File: config.mk
export PLATFORM = sky130hd
export DESIGN_NAME = cfc_flow_control
export DESIGN_NICKNAME = d
export VERILOG_FILES = /design/src/cfc_pkg.sv /design/src/cfc_hyst.sv /design/src/cfc_flow_control.sv
export SDC_FILE = /design/constraint.sdc
export NUM_CORES = 1
export LEC_CHECK = 0
export BUFFER_PORTS_ARGS = -buffer_cell sky130_fd_sc_hd__buf_2
export CAP_MARGIN = 20
export CORE_MARGIN = 1
export CORE_UTILIZATION = 43
export DETAILED_ROUTE_END_ITERATION = 10
export PLACE_DENSITY = 0.8
export SLEW_MARGIN = 20
export SYNTH_ARGS = -nofsm -noshare
export SYNTH_HDL_FRONTEND = slang
export SYNTH_SLANG_ARGS = --single-unit
File: constraint.sdc
create_clock -name sys_clk -period 2.01 [get_ports sys_clk]
set_input_delay 0.1005 -clock sys_clk [delete_from_list [all_inputs] [get_ports sys_clk]]
set_output_delay 0.1005 -clock sys_clk [all_outputs]
set_load 0.01 [all_outputs]
File: src/cfc_pkg.sv
// package of register map, field layout and reset values for the coherency flow control block
package cfc_pkg;

    // ==========================================================
    // register map
    localparam int          CFC_ADDR_W       = 40;
    localparam int          CFC_DATA_W       = 64;
    localparam logic [39:0] CFC_TUNING_ADDR  = 40'hFF_FED0_C000;

    // ==========================================================
    // field positions of interface_tuning_control
    localparam int CFC_MARK_W            = 4;
    localparam int CFC_HOLD_EN_BIT       = 28;
    localparam int CFC_SKIP_EN_BIT       = 25;
    localparam int CFC_WQ_HIGH_LSB       = 20;
    localparam int CFC_WQ_LOW_LSB        = 16;
    localparam int CFC_WMAP_HIGH_LSB     = 12;
    localparam int CFC_WMAP_LOW_LSB      = 8;
    localparam int CFC_RMAP_HIGH_LSB     = 4;
    localparam int CFC_RMAP_LOW_LSB      = 0;

    // ==========================================================
    // reset values
    localparam logic       CFC_HOLD_EN_RST   = 1'h0;
    localparam logic       CFC_SKIP_EN_RST   = 1'h0;
    localparam logic [3:0] CFC_HIGH_MARK_RST = 4'h8;
    localparam logic [3:0] CFC_LOW_MARK_RST  = 4'h4;

    // ==========================================================
    // carriers
    typedef struct packed {
        logic       read_return_hold_enable;
        logic       medium_read_skip_enable;
        logic [3:0] write_priority_high_mark;
        logic [3:0] write_priority_low_mark;
        logic [3:0] write_map_high_mark;
        logic [3:0] write_map_low_mark;
        logic [3:0] read_map_high_mark;
        logic [3:0] read_map_low_mark;
    } cfc_ctrl_t;

    typedef struct packed {
        logic                  wr;
        logic                  rd;
        logic [CFC_ADDR_W-1:0] addr;
        logic [CFC_DATA_W-1:0] wdata;
    } cfc_bus_req_t;

endpackage : cfc_pkg

File: src/cfc_hyst.sv
// hysteresis flag: sets above a high mark, clears at or below a low mark
`timescale 1ns/1ps
`default_nettype none

module cfc_hyst
    import cfc_pkg::*;
#(
    parameter int OCC_W = 5
)
(
    // clock and reset
    input  wire logic             sys_clk,
    input  wire logic             reset_n,
    // occupancy and marks
    input  wire logic [OCC_W-1:0] occupancy,
    input  wire logic [3:0]       high_mark,
    input  wire logic [3:0]       low_mark,
    // flag
    output var  logic             flag_r
);

    // ==========================================================
    // compare
    wire logic [OCC_W-1:0] high_wide;
    wire logic [OCC_W-1:0] low_wide;
    wire logic             above_high;
    wire logic             at_or_below_low;
    logic                  flag_nxt;

    assign high_wide       = OCC_W'(high_mark);
    assign low_wide        = OCC_W'(low_mark);
    assign above_high      = occupancy > high_wide;
    assign at_or_below_low = occupancy <= low_wide;

    // set wins if marks are programmed inverted, so the flag never chatters off
    always_comb
    begin
        flag_nxt = flag_r;
        if (at_or_below_low)
            flag_nxt = 1'b0;
        if (above_high)
            flag_nxt = 1'b1;
    end

    always_ff @(posedge sys_clk or negedge reset_n)
    begin
        if (!reset_n)
            flag_r <= 1'b0;
        else
            flag_r <= flag_nxt;
    end

endmodule // cfc_hyst

`default_nettype wire

File: src/cfc_flow_control.sv
// coherency flow control: tuning register, read return hold, read skip and hysteresis flags
`timescale 1ns/1ps
`default_nettype none

module cfc_flow_control
    import cfc_pkg::*;
#(
    parameter int NUM_PROC = 4,
    parameter int OCC_W    = 5
)
(
    // clock and reset
    input  wire logic                  sys_clk,
    input  wire logic                  reset_n,
    // register port
    input  wire logic [CFC_ADDR_W-1:0] reg_addr,
    input  wire logic [CFC_DATA_W-1:0] reg_wdata,
    input  wire logic                  reg_wr,
    input  wire logic                  reg_rd,
    output var  logic [CFC_DATA_W-1:0] reg_rdata,
    // bus arbitration
    input  wire logic [NUM_PROC-1:0]   proc_arb_req,
    input  wire logic                  io_arb_req,
    // read requests from the bus side
    input  wire logic                  read_req_valid,
    output var  logic                  read_issue_direct,
    output var  logic                  read_queue_push,
    // occupancies
    input  wire logic [OCC_W-1:0]      write_queue_count,
    input  wire logic [OCC_W-1:0]      write_map_count,
    input  wire logic [OCC_W-1:0]      read_map_count,
    // flow control outputs
    output var  logic                  read_return_hold,
    output var  logic                  write_priority,
    output var  logic                  none_allowed_fc,
    output var  logic                  returns_only_fc
);

    // ==========================================================
    // elaboration checks
    if (OCC_W < 4 || OCC_W > 16)
    begin : g_bad_occ
        $error("OCC_W must lie in 4..16");
    end
    if (NUM_PROC < 1)
    begin : g_bad_proc
        $error("NUM_PROC must be at least 1");
    end

    // ==========================================================
    // register port decode
    cfc_bus_req_t          bus_req;
    cfc_ctrl_t             ctrl_r;
    cfc_ctrl_t             ctrl_nxt;
    logic [CFC_DATA_W-1:0] rdata_r;
    logic [CFC_DATA_W-1:0] rdata_nxt;
    wire logic             hit;
    wire logic             wr_hit;
    wire logic [CFC_DATA_W-1:0] ctrl_word;
    wire logic [CFC_DATA_W-1:0] wd;

    assign bus_req = '{wr: reg_wr, rd: reg_rd, addr: reg_addr, wdata: reg_wdata};
    assign hit     = bus_req.addr == CFC_TUNING_ADDR;
    assign wr_hit  = bus_req.wr && hit;
    assign wd      = bus_req.wdata;

    // reserved bits read zero
    assign ctrl_word = {35'h0,
                        ctrl_r.read_return_hold_enable,
                        2'h0,
                        ctrl_r.medium_read_skip_enable,
                        1'h0,
                        ctrl_r.write_priority_high_mark,
                        ctrl_r.write_priority_low_mark,
                        ctrl_r.write_map_high_mark,
                        ctrl_r.write_map_low_mark,
                        ctrl_r.read_map_high_mark,
                        ctrl_r.read_map_low_mark};

    // no pending-traffic interlock here: software owns that ordering
    assign ctrl_nxt = wr_hit ? '{
        read_return_hold_enable:  wd[CFC_HOLD_EN_BIT],
        medium_read_skip_enable:  wd[CFC_SKIP_EN_BIT],
        write_priority_high_mark: wd[CFC_WQ_HIGH_LSB   +: CFC_MARK_W],
        write_priority_low_mark:  wd[CFC_WQ_LOW_LSB    +: CFC_MARK_W],
        write_map_high_mark:      wd[CFC_WMAP_HIGH_LSB +: CFC_MARK_W],
        write_map_low_mark:       wd[CFC_WMAP_LOW_LSB  +: CFC_MARK_W],
        read_map_high_mark:       wd[CFC_RMAP_HIGH_LSB +: CFC_MARK_W],
        read_map_low_mark:        wd[CFC_RMAP_LOW_LSB  +: CFC_MARK_W]} : ctrl_r;

    // unmapped reads answer zero; data stands one cycle only
    assign rdata_nxt = (bus_req.rd && hit) ? ctrl_word : '0;

    always_ff @(posedge sys_clk or negedge reset_n)
    begin
        if (!reset_n)
        begin
            ctrl_r  <= '{read_return_hold_enable:  CFC_HOLD_EN_RST,
                         medium_read_skip_enable:  CFC_SKIP_EN_RST,
                         write_priority_high_mark: CFC_HIGH_MARK_RST,
                         write_priority_low_mark:  CFC_LOW_MARK_RST,
                         write_map_high_mark:      CFC_HIGH_MARK_RST,
                         write_map_low_mark:       CFC_LOW_MARK_RST,
                         read_map_high_mark:       CFC_HIGH_MARK_RST,
                         read_map_low_mark:        CFC_LOW_MARK_RST};
            rdata_r <= '0;
        end
        else
        begin
            ctrl_r  <= ctrl_nxt;
            rdata_r <= rdata_nxt;
        end
    end

    assign reg_rdata = rdata_r;

    // ==========================================================
    // arbitration pin synchronisers
    logic [NUM_PROC-1:0] arb_meta_r;
    logic [NUM_PROC-1:0] arb_sync_r;

    for (genvar p = 0; p < NUM_PROC; p++)
    begin : g_arb_sync
        always_ff @(posedge sys_clk or negedge reset_n)
        begin
            if (!reset_n)
            begin
                arb_meta_r[p] <= 1'b0;
                arb_sync_r[p] <= 1'b0;
            end
            else
            begin
                arb_meta_r[p] <= proc_arb_req[p];
                arb_sync_r[p] <= arb_meta_r[p];
            end
        end
    end

    // ==========================================================
    // read return hold and read skip
    wire logic any_arb;
    wire logic hold_nxt;
    wire logic direct_nxt;
    wire logic push_nxt;
    logic      hold_r;
    logic      direct_r;
    logic      push_r;

    assign any_arb    = (|arb_sync_r) || io_arb_req;
    assign hold_nxt   = ctrl_r.read_return_hold_enable && any_arb;
    // skip path saves the queue stage; one flop either way
    assign direct_nxt = read_req_valid && ctrl_r.medium_read_skip_enable;
    assign push_nxt   = read_req_valid && !ctrl_r.medium_read_skip_enable;

    always_ff @(posedge sys_clk or negedge reset_n)
    begin
        if (!reset_n)
        begin
            hold_r   <= 1'b0;
            direct_r <= 1'b0;
            push_r   <= 1'b0;
        end
        else
        begin
            hold_r   <= hold_nxt;
            direct_r <= direct_nxt;
            push_r   <= push_nxt;
        end
    end

    assign read_return_hold  = hold_r;
    assign read_issue_direct = direct_r;
    assign read_queue_push   = push_r;

    // ==========================================================
    // hysteresis flags, reset deasserted
    cfc_hyst #(.OCC_W(OCC_W)) u_write_priority
    (
        .sys_clk   (sys_clk),
        .reset_n   (reset_n),
        .occupancy (write_queue_count),
        .high_mark (ctrl_r.write_priority_high_mark),
        .low_mark  (ctrl_r.write_priority_low_mark),
        .flag_r    (write_priority)
    );

    // release compares against the high mark, so the low mark field is stored only
    cfc_hyst #(.OCC_W(OCC_W)) u_none_allowed
    (
        .sys_clk   (sys_clk),
        .reset_n   (reset_n),
        .occupancy (write_map_count),
        .high_mark (ctrl_r.write_map_high_mark),
        .low_mark  (ctrl_r.write_map_high_mark),
        .flag_r    (none_allowed_fc)
    );

    cfc_hyst #(.OCC_W(OCC_W)) u_returns_only
    (
        .sys_clk   (sys_clk),
        .reset_n   (reset_n),
        .occupancy (read_map_count),
        .high_mark (ctrl_r.read_map_high_mark),
        .low_mark  (ctrl_r.read_map_low_mark),
        .flag_r    (returns_only_fc)
    );

endmodule // cfc_flow_control

`default_nettype wire

### Word level (Yosys, flattened, before mapping)

Cells that the tools add are included.

* word-level logic and storage cells: 48
* input bits: 129
* bits in registers: 69

* mux-type cells: 7
* reduce and logical (&&, ||, !) cells: 11
* equal/unequal tests: 1
* $lt $le $gt $ge: 6

Operator list (count)
* equality test 40 bit, second input constant: 1
* two-way mux 29 bit: 1
* > comparator 5 x 4 -> 1 bit: 3
* <= comparator 5 x 4 -> 1 bit: 3
* two-way mux 1 bit: 6
* nonzero test 2 bit: 3
* logical AND 1 bit: 5
* OR reduction 4 bit: 1
* zero test 1 bit: 1
* logical OR 1 bit: 1

### Depth between registers and ports, before layout

* depth after elaboration: 3
* gate-level depth with buffers: 7

### Hierarchy

Synthesis repeated with hierarchy kept, for this count alone.

* cells, all modules: 270
* area total of the unflattened synthesis: 3308.2 um^2

By module, submodules not included
* cfc_flow_control: seq. area each 1584.0 um^2, area an instance 2602.5 um^2, times used 1, cells an instance 180
* cfc_hyst: seq. area each 25.0 um^2, area an instance 235.2 um^2, times used 3, cells an instance 30

### Worst setup path before layout

No wires, ideal clock.

* path type: input to register
* start: input port reg_addr[24]
* end: register ctrl_r[0] (netlist name)
* buffers on the path: 1
* setup slack: 523 ps
* stages on the path: 6
* library setup time: 125 ps
* data arrival time: 1362 ps
* cell sequence: nor4_1 -> nand2_1 -> nor4_4 -> nand3_4 -> buf_6 -> mux2_4

* word-level cells in the longest chain between the ends: 2

Ends and longest elaborated chain
* from (decl): RTL line cfc_flow_control.sv:16 `input wire logic [CFC_ADDR_W-1:0] reg_addr,`
* equality test 40 bit: RTL line cfc_flow_control.sv:63 `assign hit = bus_req.addr == CFC_TUNING_ADDR;`
* logical AND 1 bit: RTL line cfc_flow_control.sv:64 `assign wr_hit = bus_req.wr && hit;`
* to (signal assigned): RTL line cfc_flow_control.sv:98 `ctrl_r <= '{read_return_hold_enable: CFC_HOLD_EN_RST,`
* to (signal assigned): RTL line cfc_flow_control.sv:110 `ctrl_r <= ctrl_nxt;`
* to (decl): RTL line cfc_flow_control.sv:53 `cfc_ctrl_t ctrl_r;`

No other way between the ends.
A chain may end at the register's enable or synchronous reset.

### Worst setup path in the final report

* start: register ctrl_r[21] (netlist name)
* end: register u_write_priority.flag_r

* word-level cells in the longest chain between the ends: 2

Ends and longest elaborated chain
* > comparator 5 x 4 -> 1 bit *: RTL line cfc_hyst.sv:32 `assign above_high = occupancy > high_wide;`
* two-way mux 1 bit or nonzero test 2 bit (tied branches)
* to (signal assigned): RTL line cfc_hyst.sv:50 `flag_r <= flag_nxt;`
* to (decl): RTL line cfc_hyst.sv:19 `output var logic flag_r`

Mark *: on every way between the ends. The rest lies on a longest branch, timed or not.

==> impl_metrics.tcl <==
set metrics [dict create \
    root_buffer "clkbuf_8" \
    power.share.clock_pct 43.3 \
    numCtsBuffers 9 \
    finalSetupTns_ps 0 \
    syn-mean-instance-area_um2 12.59 \
    p_per_area_nw_per_um2 652.1 \
    worstPathMaxFanout 3 \
    ys_ff_latch 66 \
    syn_area_um2 3197 \
    final_cell_mix "buf_2 (122), dfrtp_1 (60), conb_1 (38)" \
    endpoint_kind "flop" \
    min_period_over_period_pct 75.70 \
    synth_cell_types 33 \
    report.final.slew_viol_count 0 \
    peakVddDrop_v 0.0003203 \
    cp_slowest_cell "dfrtp_1" \
    cts.path.max_buffers 2 \
    cts_tree "done" \
    grt_max_degree 46 \
    cp_cell_sequence "inv_1 -> ha_1 -> nor2b_1 -> o21a_1 -> o21a_1 -> o21ai_0 -> nand3b_1" \
    cp-start-kind "flop" \
    wl_um 6298 \
    io_pins 199 \
    path_common_cell "o21a_1" \
    drc 0 \
    place_hpwl_um 4471 \
    internal-power_mw 2.212 \
    antenna_found_initial 0 \
    drive_gt1_share_pct 41.90 \
    wl_per_cell_um 12.13 \
    critical-path-top-delay-family "compound AO/OA/AOI/OAI gates" \
    grt_pass1_vias 2280 \
    clk_pin_slew_ps 70 \
    setup_viol 0 \
    use_met3_pct 4.851 \
    globalRouteTotalUtil_pct 17.14 \
    worstSetupPathType "reg -> reg" \
    p_comb_share_pct 9.3 \
    grt_overflow 0 \
    final_common_cell "buf_2" \
    start_util_pct 44.31 \
    slew_headroom_pct 66.48 \
    die_area_um2 7784 \
    reg2regPathDepth 7 \
    grt.busiest_layer "met2" \
    detail-route-antenna-nets 0 \
    max_freq_mhz 657.2 \
    outcome "finished, final reports clean" \
    critical_path_arrival_ps 1730 \
    cpPeakStageDelay_ps 370 \
    cp_num_buf_inv 1 \
    cts.sinks 66 \
    finalHoldViolCount 0 \
    r2r_start "ctrl_r[21]" \
    antenna_cells 0 \
    cp_num_cells 7 \
    gp_congestion 0.8259 \
    syn_inst 254 \
    num_rows 31 \
    grt_util_met2_pct 31.68 \
    r2r_end "u_write_priority.flag_r" \
    switchingPower_mw 0.6207 \
    final_util_pct 60.22 \
    synthToLayoutAreaGrowth_pct 35.89 \
    rsz0062_at_grt "no" \
    insertion_delay_ps 330 \
    die_width_um 88.23 \
    grt_pass1_wl_um 9936 \
    drtIter0Drc 70 \
    grtUsageMet1_pct 18.12 \
    synth_warnings 0 \
    holdCritPathClass "in -> reg" \
    die_h_um 88.23 \
    placement.io_buffers 122 \
    r2r_slack_ps 490 \
    worst_ep_required_time_ps 2210 \
    post_cts_buffers 0 \
    crit_start "ctrl_r[21]" \
    worst_pin_slew_ps 502.8 \
    core_area_um2 7214 \
    cts_htree_levels 3 \
    yosysSeqAreaShare_pct 51.90 \
    fin_crit_ps 1522 \
    dr_total_vias 2339 \
    viasPerCell 4.507 \
    p_leak_nw 2.362 \
    cap_violations 0 \
    p_sw_share_pct 21.91 \
    sequentialPowerShare_pct 47.4 \
    fin_nets 564 \
    crit_end "u_write_priority.flag_r" \
    skew_ps 6.918 \
    first_pass_iters 4 \
]
cells by family (layout without fill, tap and decap cells):
logic type      Yosys count  count (layout)  synth area share [%]
other cells               1              38                0.1173
fa+ha+maj                20              20                 7.828
flops                    66              66                 51.90
buf+inv                  63             192                 12.45
compound gates           16              16                 3.444
simple gates             62              62                 12.76
mux                      26              26                 11.51
worst register-to-register path: stages, from the launching register on:
cell	delay, ps
dfrtp_1	370
inv_1	50
ha_1	280
nor2b_1	130
o21a_1	160
o21a_1	160
o21ai_0	160
nand3b_1	90
power by group through the flow:
stage | combinational, mW | sequential [mW] | clock (mW)
floorplan | 0.135 | 1.37 | 0
global route | 0.299 | 1.34 | 1.34
global placement | 0.211 | 1.37 | 0
CTS | 0.257 | 1.34 | 1.26
detailed placement | 0.217 | 1.37 | 0
finish | 0.263 | 1.34 | 1.23
area by class of cell:
cell class / count / area [um^2]
fillers: 574 / 2870
flip-flops and latches: 66 / 1659
multi-input cells: 162 / 1279
repair buffers: 156 / 980.9
clock buffers: 10 / 137.6
well taps: 99 / 123.9
clock inverters: 6 / 88.84
inverters: 20 / 75.07
cells in the mapped netlist:
master | number | share of area (%)
inv_1 | 20 | 2.3
nor4_4 | 1 | 0.67
buf_4 | 38 | 8.9
o221ai_1 | 2 | 0.55
o21ai_0 | 4 | 0.63
mux2_4 | 20 | 9.4
o21a_1 | 3 | 0.70
and3_1 | 1 | 0.20
nor4_1 | 3 | 0.59
a21o_1 | 2 | 0.47
nand3_4 | 1 | 0.55
nand4_1 | 5 | 0.98
and2_1 | 27 | 5.3
dfstp_2 | 6 | 4.9
nand4b_1 | 2 | 0.55
conb_1 | 1 | 0.12
nor2b_1 | 6 | 1.2
buf_2 | 3 | 0.47
nand3b_1 | 1 | 0.23
dfrtp_1 | 60 | 47
nand2_1 | 2 | 0.23
a21oi_1 | 2 | 0.31
and4_1 | 1 | 0.27
o2bb2ai_1 | 2 | 0.55
nand2b_1 | 1 | 0.20
ha_1 | 20 | 7.8
nor4_2 | 1 | 0.39
mux2_2 | 6 | 2.1
buf_6 | 2 | 0.70
or4_1 | 1 | 0.23
o21bai_1 | 1 | 0.23
nor2_1 | 5 | 0.59
nand3_1 | 4 | 0.63
flip-flops by register name, summed over array words and instances (netlist names):
register,flops
reg_rdata,26
u_returns_only.flag_r,1
ctrl_r,26
read_return_hold,1
read_queue_push,1
arb_sync_r,4
arb_meta_r,4
read_issue_direct,1
u_write_priority.flag_r,1
u_none_allowed.flag_r,1
layer usage:
layer | vias up | share of wire, %
met1 | 1111 | 37
met4 | 0 | 2.6
met2 | 119 | 53
met3 | 16 | 7.3
met5 | - | 0
li1 | 1093 | -
worst min path at each step:
stage,startpoint,end,depth (start not counted)
detailed placement,reset_n,reg_rdata[19],1
CTS,reg_wdata[23],ctrl_r[23],2
finish,reg_wdata[10],ctrl_r[10],2
global placement,reset_n,reg_rdata[19],1
global route,reg_wdata[7],ctrl_r[7],2
floorplan,reset_n,arb_meta_r[0],0
repair_timing:
action,CTS,global route
hold buffers,26,5
endpoints found under the hold margin,44,5
gates resized for setup,0,0
per-stage QoR:
step / total power, mW / setup WS [ps] / area, um^2 / hold WS [ps] / instances
3_5_place_dp: 1.586 / 296.8 / 3807 / 96.23 / 472
6_report: 2.833 / 488.5 / 4344 / 17.29 / 519
4_1_cts: 2.864 / 485.5 / 4294 / 0.1230 / 514
5_1_grt: 2.985 / 394.9 / 4344 / 1.557 / 519
3_3_place_gp: 1.579 / 290.2 / 3807 / 84.34 / 472
2_1_floorplan: 1.505 / 523.1 / 3336 / -195.1 / 291
No activity file was read; power rests on OpenSTA's default activity.
